`config.mk`:
```
export PLATFORM = sky130hd
export DESIGN_NAME = sld_top
export DESIGN_NICKNAME = d
export VERILOG_FILES = /design/src/core/sld_pkg.sv /design/src/core/sld_link_if.sv /design/src/core/sld_top.sv /design/src/core/sld_scan.sv
export SDC_FILE = /design/constraint.sdc
export NUM_CORES = 1
export LEC_CHECK = 0
export ABC_AREA = 1
export BUFFER_PORTS_ARGS = -buffer_cell sky130_fd_sc_hd__buf_4
export CORE_MARGIN = 1.5
export CORE_UTILIZATION = 48
export DETAILED_ROUTE_END_ITERATION = 12
export PLACE_DENSITY = 0.69
export SLEW_MARGIN = 40
export SYNTH_ARGS = -nofsm -noshare
export SYNTH_HDL_FRONTEND = slang
export SYNTH_SLANG_ARGS = --single-unit
```
`constraint.sdc`:
```
create_clock -name i_ref_clk -period 5.5 [get_ports i_ref_clk]
set_input_delay 0.55 -clock i_ref_clk [delete_from_list [all_inputs] [get_ports i_ref_clk]]
set_output_delay 0.55 -clock i_ref_clk [all_outputs]
set_load 0.01 [all_outputs]
```
`src/core/sld_pkg.sv`:
```
// Purpose: Shared constants, types and decoders for the segment LCD duty/RAM block
// Assumes: Registers sit at word index * 4 on a 32-bit AXI4-Lite bus
// Notes:   Narrow registers live in the low byte; upper bits read as zero
`default_nettype none
package sld_pkg;
  // Bus geometry
  localparam int          ADDR_W        = 18;
  localparam logic [1:0]  RESP_OKAY     = 2'h0;
  localparam logic [1:0]  RESP_SLVERR   = 2'h2;
  // Register word indices (byte address = index * 4)
  localparam logic [15:0] IDX_CFG       = 16'hFFA0;
  localparam logic [15:0] IDX_CTRL      = 16'hFFA1;
  localparam logic [15:0] IDX_RAM_FIRST = 16'hF370;
  localparam logic [15:0] IDX_RAM_LAST  = 16'hF37F;
  // Port-control register layout
  localparam logic [7:0]  CFG_RST       = 8'h00;
  localparam logic [7:0]  CFG_MASK      = 8'hEF;
  localparam int          CFG_DUTY_LSB  = 6;
  localparam int          CFG_REPL      = 5;
  localparam int          CFG_SEG_LSB   = 0;
  // Run/blank/supply control register layout
  localparam logic [7:0]  CTRL_RST      = 8'h00;
  localparam logic [7:0]  CTRL_MASK     = 8'h70;
  localparam int          CTRL_SUPPLY   = 6;
  localparam int          CTRL_RUN      = 5;
  localparam int          CTRL_SHOW     = 4;
  // Panel geometry
  localparam int          N_COM         = 4;
  localparam int          N_SEG         = 16;
  localparam int          RAM_BYTES     = 16;
  localparam logic [1:0]  DUTY_QUARTER  = 2'h3;
  localparam logic [1:0]  DUTY_STATIC   = 2'h0;
  // Scan timing: one common phase lasts a quarter of a 64 Hz frame
  localparam int          CLK_HZ        = 25_000_000;
  localparam int          FRAME_HZ      = 64;
  localparam int          STEP_CYC      = CLK_HZ / (FRAME_HZ * N_COM);

  // Address decode result
  typedef enum logic [1:0] {
    HIT_NONE = 2'b00,
    HIT_CFG  = 2'b01,
    HIT_CTRL = 2'b10,
    HIT_RAM  = 2'b11
  } sld_hit_e;

  // Classify a word index
  function automatic sld_hit_e sld_decode(input logic [15:0] idx);
    if (idx == IDX_CFG) begin
      return HIT_CFG;
    end else if (idx == IDX_CTRL) begin
      return HIT_CTRL;
    end else if (idx >= IDX_RAM_FIRST && idx <= IDX_RAM_LAST) begin
      return HIT_RAM;
    end
    return HIT_NONE;
  endfunction

  // Segment pins enabled: four per step of the select code, capped at the pin count
  function automatic logic [N_SEG-1:0] sld_seg_mask(input logic [3:0] sel);
    logic [N_SEG-1:0] m;
    m = '0;
    for (int s = 0; s < N_SEG; s++) begin
      m[s] = (s < 4 * int'(sel));
    end
    return m;
  endfunction
endpackage
`default_nettype wire

```
`src/core/sld_link_if.sv`:
```
// Purpose: Carries settings and the display image from the register side to the scanner
// Assumes: Single clock; all signals are flops of the register side, except show, which is an AND of three of them
// Notes:   Image bit (byte * 8 + bit) mirrors display RAM
`timescale 1ns/100ps
`default_nettype none
interface sld_link_if;
  logic [1:0]   duty;       // Duty select
  logic         replicate;  // Common replication
  logic [3:0]   seg_sel;    // Segment-driver select
  logic         run;        // Controller running
  logic         supply;     // Drive supply request
  logic         show;       // Show RAM image (else blank)
  logic [127:0] img;        // Flattened display RAM
  modport ctrl (output duty, replicate, seg_sel, run, supply, show, img);
  modport scan (input duty, replicate, seg_sel, run, supply, show, img);
endinterface
`default_nettype wire

```
`src/core/sld_top.sv`:
```
// Purpose: Register file, display RAM and auto-start for a segment LCD driver
// Assumes: AXI4-Lite master keeps one write and one read in flight at most
// Notes:   Display RAM has no reset; contents are undefined until written
`timescale 1ns/100ps
`default_nettype none
// Summary of operation
// Duty field picks static to quarter duty
// Replicate spare commons unless quarter duty
// Select field chooses active segment pins
// Config bits 7:6, 5, 3:0 read/write
// Sixteen-byte display RAM, read/write, no reset
// RAM write while running starts display, except bytes 8-15 at quarter duty
// Software configures before writing display data
// Low nibble odd segment, high nibble even
// One bit lights element, zero darkens
// Blank control clear forces blank segments
// Run clear stops, supply off, registers kept
module sld_top
  import sld_pkg::*;
#(
  parameter int P_STEP_CYC = STEP_CYC
) (
  // Clock and reset
  input  wire logic              i_ref_clk,
  input  wire logic              i_sys_rst,
  // AXI4-Lite write address/data/response
  input  wire logic [ADDR_W-1:0] i_axi_awaddr,
  input  wire logic              i_axi_awvalid,
  output logic                   o_axi_awready,
  input  wire logic [31:0]       i_axi_wdata,
  input  wire logic [3:0]        i_axi_wstrb,
  input  wire logic              i_axi_wvalid,
  output logic                   o_axi_wready,
  output logic [1:0]             o_axi_bresp,
  output logic                   o_axi_bvalid,
  input  wire logic              i_axi_bready,
  // AXI4-Lite read address/data
  input  wire logic [ADDR_W-1:0] i_axi_araddr,
  input  wire logic              i_axi_arvalid,
  output logic                   o_axi_arready,
  output logic [31:0]            o_axi_rdata,
  output logic [1:0]             o_axi_rresp,
  output logic                   o_axi_rvalid,
  input  wire logic              i_axi_rready,
  // Panel drive
  output logic [N_COM-1:0]       o_common,
  output logic [N_SEG-1:0]       o_segment,
  output logic [N_SEG-1:0]       o_seg_enable,
  output logic                   o_drive_supply
);
  logic [7:0]  ram [RAM_BYTES];  // Display RAM, deliberately unreset
  logic [7:0]  cfg;              // lcd_pin_duty_config
  logic [7:0]  ctrl;             // Run / blank_control / drive_supply_on
  logic        started;          // Image shown since a RAM write
  logic        aw_got;           // Write address held
  logic [15:0] aw_idx;
  logic        w_got;            // Write data held
  logic [7:0]  w_byte;
  logic        w_lane;           // Low byte lane enabled
  logic        next_aw_got;
  logic [15:0] next_aw_idx;
  logic        next_w_got;
  logic [7:0]  next_w_byte;
  logic        next_w_lane;
  logic        next_bvalid;
  logic [1:0]  next_bresp;
  logic        next_rvalid;
  logic [1:0]  next_rresp;
  logic [31:0] next_rdata;
  logic [7:0]  next_cfg;
  logic [7:0]  next_ctrl;
  logic        next_started;
  logic        do_wr;            // Both halves present, commit now
  logic        ram_wr;           // Commit targets display RAM
  sld_hit_e    wr_hit;
  sld_hit_e    rd_hit;
  sld_link_if  lnk ();

  // Handshake readies: one write and one read outstanding
  assign o_axi_awready = !aw_got && !o_axi_bvalid;
  assign o_axi_wready  = !w_got && !o_axi_bvalid;
  assign o_axi_arready = !o_axi_rvalid;
  assign wr_hit        = sld_decode(aw_idx);
  assign rd_hit        = sld_decode(i_axi_araddr[ADDR_W-1:2]);
  assign do_wr         = aw_got && w_got && !o_axi_bvalid;
  assign ram_wr        = do_wr && w_lane && wr_hit == HIT_RAM;

  // Write channel: address and data accepted in either order
  always_comb begin
    next_aw_got = aw_got;
    next_aw_idx = aw_idx;
    next_w_got  = w_got;
    next_w_byte = w_byte;
    next_w_lane = w_lane;
    next_bvalid = o_axi_bvalid;
    next_bresp  = o_axi_bresp;
    next_cfg    = cfg;
    next_ctrl   = ctrl;
    if (i_axi_awvalid && o_axi_awready) begin
      next_aw_got = 1'b1;
      next_aw_idx = i_axi_awaddr[ADDR_W-1:2];
    end
    if (i_axi_wvalid && o_axi_wready) begin
      next_w_got  = 1'b1;
      next_w_byte = i_axi_wdata[7:0];
      next_w_lane = i_axi_wstrb[0];
    end
    if (do_wr) begin
      next_aw_got = 1'b0;
      next_w_got  = 1'b0;
      next_bvalid = 1'b1;
      next_bresp  = (wr_hit == HIT_NONE) ? RESP_SLVERR : RESP_OKAY;
      // Field bits kept, bit 4 reserved
      if (w_lane && wr_hit == HIT_CFG) begin
        next_cfg = w_byte & CFG_MASK;
      end
      if (w_lane && wr_hit == HIT_CTRL) begin
        next_ctrl = w_byte & CTRL_MASK;
      end
    end else if (o_axi_bvalid && i_axi_bready) begin
      next_bvalid = 1'b0;
    end
  end

  // Auto-start: writing the duty's RAM while running shows the image
  always_comb begin
    next_started = started;
    if (!ctrl[CTRL_RUN]) begin
      // Stopping ends the display; settings stay put
      next_started = 1'b0;
    end else if (ram_wr && (cfg[7:6] != DUTY_QUARTER || !aw_idx[3])) begin
      next_started = 1'b1;
    end
  end

  // Read channel: data one cycle after the address is taken
  always_comb begin
    next_rvalid = o_axi_rvalid;
    next_rresp  = o_axi_rresp;
    next_rdata  = o_axi_rdata;
    if (i_axi_arvalid && o_axi_arready) begin
      next_rvalid = 1'b1;
      next_rresp  = (rd_hit == HIT_NONE) ? RESP_SLVERR : RESP_OKAY;
      case (rd_hit)
        HIT_CFG:  next_rdata = {24'h000000, cfg};
        HIT_CTRL: next_rdata = {24'h000000, ctrl};
        HIT_RAM:  next_rdata = {24'h000000, ram[i_axi_araddr[5:2]]};
        default:  next_rdata = 32'h00000000;
      endcase
    end else if (o_axi_rvalid && i_axi_rready) begin
      next_rvalid = 1'b0;
    end
  end

  // State registers
  always_ff @(posedge i_ref_clk) begin
    if (i_sys_rst) begin
      aw_got       <= 1'b0;
      aw_idx       <= '0;
      w_got        <= 1'b0;
      w_byte       <= '0;
      w_lane       <= 1'b0;
      o_axi_bvalid <= 1'b0;
      o_axi_bresp  <= RESP_OKAY;
      o_axi_rvalid <= 1'b0;
      o_axi_rresp  <= RESP_OKAY;
      o_axi_rdata  <= '0;
      cfg          <= CFG_RST;
      ctrl         <= CTRL_RST;
      started      <= 1'b0;
    end else begin
      aw_got       <= next_aw_got;
      aw_idx       <= next_aw_idx;
      w_got        <= next_w_got;
      w_byte       <= next_w_byte;
      w_lane       <= next_w_lane;
      o_axi_bvalid <= next_bvalid;
      o_axi_bresp  <= next_bresp;
      o_axi_rvalid <= next_rvalid;
      o_axi_rresp  <= next_rresp;
      o_axi_rdata  <= next_rdata;
      cfg          <= next_cfg;
      ctrl         <= next_ctrl;
      started      <= next_started;
    end
  end

  // Display RAM: no reset, so the image is undefined until written
  always_ff @(posedge i_ref_clk) begin
    if (ram_wr) begin
      ram[aw_idx[3:0]] <= w_byte;
    end
  end

  // Hand settings and image to the scanner
  assign lnk.duty      = cfg[CFG_DUTY_LSB +: 2];
  assign lnk.replicate = cfg[CFG_REPL];
  assign lnk.seg_sel   = cfg[CFG_SEG_LSB +: 4];
  assign lnk.run       = ctrl[CTRL_RUN];
  assign lnk.supply    = ctrl[CTRL_SUPPLY];
  assign lnk.show      = ctrl[CTRL_RUN] && ctrl[CTRL_SHOW] && started;
  for (genvar b = 0; b < RAM_BYTES; b++) begin : g_img
    assign lnk.img[b*8 +: 8] = ram[b];
  end

  sld_scan #(
    .P_STEP_CYC (P_STEP_CYC)
  ) u_scan (
    .i_ref_clk      (i_ref_clk),
    .i_sys_rst      (i_sys_rst),
    .lnk            (lnk.scan),
    .o_common       (o_common),
    .o_segment      (o_segment),
    .o_seg_enable   (o_seg_enable),
    .o_drive_supply (o_drive_supply)
  );

  chk_cfg_write : assert property (@(posedge i_ref_clk) disable iff (i_sys_rst)
    do_wr && w_lane && wr_hit == HIT_CFG |=> cfg == ($past(w_byte) & 8'hEF))
    else $error("config write not stored with its fields");
  chk_ram_store : assert property (@(posedge i_ref_clk) disable iff (i_sys_rst)
    ram_wr |=> ram[$past(aw_idx[3:0])] == $past(w_byte))
    else $error("display RAM write lost");
  chk_auto_start : assert property (@(posedge i_ref_clk) disable iff (i_sys_rst)
    ram_wr && ctrl[CTRL_RUN] && !aw_idx[3] |=> started)
    else $error("RAM write while running did not start display");
  chk_seg_select : assert property (@(posedge i_ref_clk) disable iff (i_sys_rst)
    ctrl[CTRL_RUN] && cfg[3:0] == 4'h4 |=> o_seg_enable == 16'hFFFF)
    else $error("select code 4 must enable sixteen segments");
  chk_stop_supply : assert property (@(posedge i_ref_clk) disable iff (i_sys_rst)
    !ctrl[CTRL_RUN] |=> !o_drive_supply && o_common == 4'h0)
    else $error("stopped controller must drop supply and commons");
  chk_stop_retain : assert property (@(posedge i_ref_clk) disable iff (i_sys_rst)
    $fell(ctrl[CTRL_RUN]) |-> cfg == $past(cfg))
    else $error("stopping must retain configuration");
  chk_lit_bit : assert property (@(posedge i_ref_clk) disable iff (i_sys_rst)
    o_segment[0] |-> $past(lnk.show) && $past(ram[0][3:0]) != 4'h0)
    else $error("lit segment without a set RAM bit");
  cov_cfg_write : cover property (@(posedge i_ref_clk) do_wr && wr_hit == HIT_CFG);
  cov_start : cover property (@(posedge i_ref_clk) !started ##1 started);
  cov_stop : cover property (@(posedge i_ref_clk) $fell(ctrl[CTRL_RUN]));
  cov_unmapped : cover property (@(posedge i_ref_clk) o_axi_bvalid && o_axi_bresp == RESP_SLVERR);
endmodule
`default_nettype wire

```
`src/core/sld_scan.sv`:
```
// Purpose: Steps through the commons and drives common/segment outputs
// Assumes: Settings stable while scanning; outputs are digital phase levels
// Notes:   Analog drive levels are produced outside this block
`timescale 1ns/100ps
`default_nettype none
module sld_scan
  import sld_pkg::*;
#(
  parameter int P_STEP_CYC = STEP_CYC
) (
  // Clock and reset
  input  wire logic             i_ref_clk,
  input  wire logic             i_sys_rst,
  // Settings from register side
  sld_link_if.scan              lnk,
  // Panel drive
  output logic [N_COM-1:0]      o_common,
  output logic [N_SEG-1:0]      o_segment,
  output logic [N_SEG-1:0]      o_seg_enable,
  output logic                  o_drive_supply
);
  logic [23:0]      step_cnt;       // Cycles within a phase
  logic [1:0]       phase;          // Current common
  logic [1:0]       act_phase;      // Phase, or common 1 when past the chosen duty
  logic [23:0]      next_step_cnt;
  logic [1:0]       next_phase;
  logic [N_COM-1:0] next_common;
  logic [N_SEG-1:0] next_segment;

  // Cutting the duty mid-scan can leave the phase past the last used common;
  // treat it as common 1 at once so no cycle drives a dark or wrong common
  assign act_phase = (phase > lnk.duty) ? 2'h0 : phase;

  // Phase sequencing; halted scanner parks on common 1
  always_comb begin
    next_step_cnt = step_cnt + 24'h000001;
    next_phase    = act_phase;
    if (!lnk.run) begin
      next_step_cnt = '0;
      next_phase    = '0;
    end else if (step_cnt >= 24'(P_STEP_CYC - 1)) begin
      next_step_cnt = '0;
      // Wrap after the last common the duty uses
      next_phase    = (act_phase >= lnk.duty) ? 2'h0 : act_phase + 2'h1;
    end
  end

  // Common pins: used ones follow the phase, spares copy when asked
  always_comb begin
    for (int i = 0; i < N_COM; i++) begin
      if (2'(i) <= lnk.duty) begin
        next_common[i] = lnk.run && (2'(i) == act_phase);
      end else begin
        // At quarter duty no pin is spare, so replication cannot apply
        next_common[i] = lnk.run && lnk.replicate && (2'(i % (int'(lnk.duty) + 1)) == act_phase);
      end
    end
  end

  // Segment pins: odd segment in low nibble, even in high nibble
  always_comb begin
    for (int s = 0; s < N_SEG; s++) begin
      // A set bit lights the element, blank forces all off
      next_segment[s] = lnk.show && lnk.img[(s / 2) * 8 + (s % 2) * 4 + int'(act_phase)];
    end
  end

  // Register everything that leaves the block
  always_ff @(posedge i_ref_clk) begin
    if (i_sys_rst) begin
      step_cnt       <= '0;
      phase          <= '0;
      o_common       <= '0;
      o_segment      <= '0;
      o_seg_enable   <= '0;
      o_drive_supply <= 1'b0;
    end else begin
      step_cnt       <= next_step_cnt;
      phase          <= next_phase;
      o_common       <= next_common;
      o_segment      <= next_segment;
      o_seg_enable   <= lnk.run ? sld_seg_mask(lnk.seg_sel) : '0;
      o_drive_supply <= lnk.run && lnk.supply;
    end
  end

  chk_quarter_onehot : assert property (@(posedge i_ref_clk) disable iff (i_sys_rst)
    lnk.run && lnk.duty == DUTY_QUARTER |=> $onehot(o_common))
    else $error("quarter duty must drive exactly one common");
  chk_static_replicate : assert property (@(posedge i_ref_clk) disable iff (i_sys_rst)
    lnk.run && lnk.duty == DUTY_STATIC && lnk.replicate |=> o_common == 4'hF)
    else $error("static replication must drive all commons");
  chk_seg_even_map : assert property (@(posedge i_ref_clk) disable iff (i_sys_rst)
    lnk.show |=> o_segment[1] == $past(lnk.img[4 + int'(act_phase)]))
    else $error("second segment must come from the high nibble");
  chk_blank_dark : assert property (@(posedge i_ref_clk) disable iff (i_sys_rst)
    !lnk.show |=> o_segment == '0)
    else $error("segments must be dark while blanked");
  cov_phase_wrap : cover property (@(posedge i_ref_clk) disable iff (i_sys_rst)
    phase == 2'h3 ##1 phase == 2'h0);
endmodule
`default_nettype wire

```
==> run_summary.xml <==
<?xml version="1.0" encoding="UTF-8"?>
<metrics>
  <group name="cells_and_area">
    <metric name="utilization" unit="%">56.3</metric>
    <metric name="drive_above_1_share" unit="%">14.3</metric>
    <metric name="mostFrequentLayoutCell" unit="">nand2_1</metric>
    <metric name="layout-area-overhead-vs-synth" unit="%">15.4</metric>
    <metric name="cell_area_after_layout" unit="sq um">11400</metric>
    <metric name="final_cell_count_no_fill" unit="">1379</metric>
    <metric name="antenna_cells" unit="">0</metric>
    <metric name="layout.nets" unit="">1188</metric>
    <metric name="layout.cells.most_common_list" unit="">nand2_1 (147), edfxtp_1 (128), nor2_1 (120)</metric>
    <metric name="final.fill_count" unit="">1778</metric>
  </group>
  <group name="synthesis">
    <metric name="yosys_register_bits" unit="">229</metric>
    <metric name="syn_inst" unit="">1006</metric>
    <metric name="synth.distinct_cells" unit="">48</metric>
    <metric name="synth-async-reset-ratio" unit="%">0</metric>
    <metric name="seq_area_frac_synth" unit="%">59.4</metric>
    <metric name="yosys_most_used_dff" unit="">edfxtp_1</metric>
    <metric name="synth_enable_flop_cells" unit="">128</metric>
    <metric name="yosys_warnings" unit="">0</metric>
    <metric name="synth.cell_area" unit="sq um">9870</metric>
    <metric name="synthesis.area_per_instance" unit="sq um">9.82</metric>
  </group>
  <group name="timing">
    <metric name="fin_crit" unit="ns">3.62</metric>
    <metric name="worst_slew_pin_slew" unit="ns">0.860</metric>
    <metric name="fin_worst_hold_slack" unit="ns">0.280</metric>
    <metric name="maxClockFrequency" unit="MHz">277</metric>
    <metric name="headroom_to_the_max_slew_limit" unit="%">42.6</metric>
    <metric name="setup_tns_after_final_layout" unit="ns">0</metric>
    <metric name="finalSetupViolCount" unit="">0</metric>
    <metric name="fin_crit_sh" unit="%">65.7</metric>
    <metric name="timing.final.max_slew_violations" unit="">0</metric>
    <metric name="grt_setup_unrepaired" unit="">no</metric>
    <metric name="clock_skew" unit="ns">0.0103</metric>
    <metric name="final-hold-violation-count" unit="">0</metric>
    <metric name="setup_ws" unit="ns">1.88</metric>
  </group>
  <group name="cts">
    <metric name="cts_hold_buf" unit="">0</metric>
    <metric name="cts_post_setup_buffers_inserted" unit="">0</metric>
    <metric name="clock_latency" unit="ns">0.52</metric>
    <metric name="cts_made_buffers" unit="">25</metric>
    <metric name="clockBufferDepth" unit="">3</metric>
    <metric name="cts_tree" unit="">done</metric>
    <metric name="deepest_level_of_the_cts_h_tree" unit="">1</metric>
    <metric name="cts_resized" unit="">0</metric>
    <metric name="clock_sink_count" unit="">229</metric>
    <metric name="clk_pin_slew" unit="ns">0.06</metric>
    <metric name="clock_tree.root_cell" unit="">clkbuf_16</metric>
  </group>
  <group name="power_and_ir_drop">
    <metric name="power.net_switching" unit="mW">0.824</metric>
    <metric name="power_frac_clock" unit="%">42.4</metric>
    <metric name="power.combinational.fraction" unit="%">5.0</metric>
    <metric name="share_seq_of_total_power" unit="%">52.6</metric>
    <metric name="ir_worst_vdd" unit="V">0.000256</metric>
    <metric name="power.density" unit="nW/um^2">316</metric>
    <metric name="totalPowerFinal" unit="mW">3.60</metric>
    <metric name="switching_share" unit="%">22.9</metric>
    <metric name="internal_power" unit="mW">2.77</metric>
    <metric name="power.leakage" unit="nW">4.32</metric>
  </group>
  <group name="global_route">
    <metric name="grt_pass1_vias" unit="">6934</metric>
    <metric name="grt_start_max_net_pins" unit="">49</metric>
    <metric name="grt_first_pass_wirelength" unit="um">36000</metric>
    <metric name="grt_usage" unit="%">21.3</metric>
    <metric name="antenna_violations_before_repair" unit="">0</metric>
    <metric name="grt_remaining_overflow" unit="">0</metric>
  </group>
  <group name="place">
    <metric name="placedCellCount" unit="">1334</metric>
    <metric name="gpl.final_weighted_congestion" unit="">0.827</metric>
    <metric name="port_buffers" unit="">99</metric>
    <metric name="dp_hpwl" unit="um">15400</metric>
    <metric name="dp_slack" unit="ns">2.22</metric>
    <metric name="placedInstanceArea" unit="sq um">10700</metric>
  </group>
  <group name="die">
    <metric name="top_level_ports" unit="">157</metric>
    <metric name="die_x" unit="um">146</metric>
    <metric name="die_area" unit="sq um">21400</metric>
    <metric name="rows" unit="">52</metric>
    <metric name="initial_core_util" unit="%">48.8</metric>
    <metric name="placeable_core_region" unit="sq um">20200</metric>
    <metric name="chipHeight" unit="um">146</metric>
  </group>
  <group name="critical_path">
    <metric name="cp_cell_sequence" unit="">ha_1, nand2_1, o21ai_0, nand2_1, clkinv_1, ha_1, o21ai_0, nand4_1, o22ai_1</metric>
    <metric name="timing.critical_path.fanout_max" unit="">27</metric>
    <metric name="critPathRequiredTime" unit="ns">5.94</metric>
    <metric name="critical_path.endpoint_type" unit="">flip-flop</metric>
    <metric name="timing.critical_path.arrival" unit="ns">4.05</metric>
    <metric name="critPathKind" unit="">flip-flop to flip-flop</metric>
    <metric name="ff2ff_setup_slack" unit="ns">1.88</metric>
    <metric name="cpMaxStageDelayCell" unit="">clkinv_1</metric>
    <metric name="slowest_stage_delay_cp" unit="ns">0.86</metric>
    <metric name="critPathLaunchType" unit="">flip-flop</metric>
  </group>
  <group name="detailed_routing">
    <metric name="drc" unit="">0</metric>
    <metric name="count_of_nets_left_with_antenna_violations_after_detail_routing" unit="">0</metric>
    <metric name="drt-initial-drc-count" unit="">630</metric>
    <metric name="avgViaCountPerCell" unit="">5.45</metric>
    <metric name="drt-pass1-iter-count" unit="">5</metric>
    <metric name="drt-total-wl" unit="um">23100</metric>
    <metric name="detailroute.via_count" unit="">7518</metric>
    <metric name="wl_per_cell" unit="um">16.8</metric>
  </group>
  <group name="status">
    <metric name="outcome" unit="">complete, no violations</metric>
  </group>
  <group name="min_path">
    <metric name="hold_class" unit="">primary input to flip-flop</metric>
  </group>
  <group name="job">
    <metric name="maxCapViolCount" unit="">0</metric>
  </group>
</metrics>
[area by class of cell]
class	count	area [sq um]	area share (%)
inverters	82	310	2.72
clock buffers	33	676	5.93
multi-input cells	649	3360	29.5
repair buffers	104	781	6.85
clock inverters	12	67.6	0.593
flip-flops and latches	229	5870	51.5
well taps	270	338	2.96
[cell usage after synthesis (4+ instances only)]
cell type | count | area share, %
buf_2 | 10 | 0.51
o221ai_1 | 33 | 2.9
o22ai_1 | 5 | 0.32
ha_1 | 18 | 2.3
nand4_1 | 8 | 0.51
clkbuf_1 | 26 | 0.99
dfxtp_1 | 101 | 20
nand2_1 | 147 | 5.6
o211ai_1 | 4 | 0.30
inv_1 | 75 | 2.9
nand3_1 | 41 | 2.1
o21ai_0 | 75 | 3.8
nor4_1 | 8 | 0.51
nand2_2 | 4 | 0.25
a311oi_1 | 6 | 0.53
xor2_1 | 5 | 0.44
buf_4 | 38 | 2.9
a21oi_1 | 75 | 3.8
edfxtp_1 | 128 | 39
o22a_1 | 6 | 0.53
nor2_1 | 121 | 4.6
nor3_1 | 20 | 1.0
a211oi_1 | 6 | 0.46
[sequential cells by signal, summed over array words and instances, names as in the netlist, 2 cells and up]
name,flops
u_scan.step_cnt,24
ram,128
cfg,7
u_scan.o_segment,16
u_scan.o_seg_enable,4
u_scan.o_common,4
u_scan.phase,2
aw_idx,16
w_byte,8
o_axi_rdata,8
ctrl,3
[worst paths after layout]
kind / start / to / cells after the start
worst max-delay path: cfg[6]$_SDFFE_PP0P_ / u_scan.phase[0]$_SDFF_PP0_ / 9
worst min-delay path: i_axi_wdata[2] / w_byte[2]$_SDFFE_PP0P_ / 3
worst max register to register: cfg[6]$_SDFFE_PP0P_ / u_scan.phase[0]$_SDFF_PP0_ / 9
worst min register to register: u_scan.step_cnt[0]$_SDFF_PP0_ / u_scan.step_cnt[0]$_SDFF_PP0_ / 1
[routing by layer]
layer	wire, um	vias up	part of all wire, %	global-route usage [%]
li1	-	3633	-	-
met4	699	0	3.0	7.58
met5	0	-	0	0
met2	11100	286	48	35.5
met3	1480	60	6.4	2.94
met1	9860	3539	43	28.5
[power groups by stage]
stage / combinational [mW] / clock (mW) / sequential, mW
2_1_floorplan: 0.123 / 0 / 1.90
3_5_place_dp: 0.176 / 0 / 1.93
6_report: 0.178 / 1.53 / 1.89
3_3_place_gp: 0.174 / 0 / 1.93
5_1_grt: 0.200 / 1.61 / 1.89
4_1_cts: 0.177 / 1.54 / 1.89
[cells by family after synthesis]
kind of cell,Yosys count,share of synthesized area [%]
adders and majority gates,18,2.28
buffers and inverters,160,7.83
other,1,0.0380
DFF,229,59.4
AOI/OAI and AO/OA,231,14.4
and+or+nand+nor,360,15.4
xor gates and xnor gates,7,0.621
[worst max-delay path: cells and delay by family, from the launching register on]
kind	cells	cell delay, ns
AO/OA/AOI/OAI	3	0.34
buffers and inverters	1	0.86
flip-flops	1	0.71
AND/OR/NAND/NOR	3	0.72
adder cells (fa/ha/maj)	2	0.91
Power figures use the tool's default switching activity.
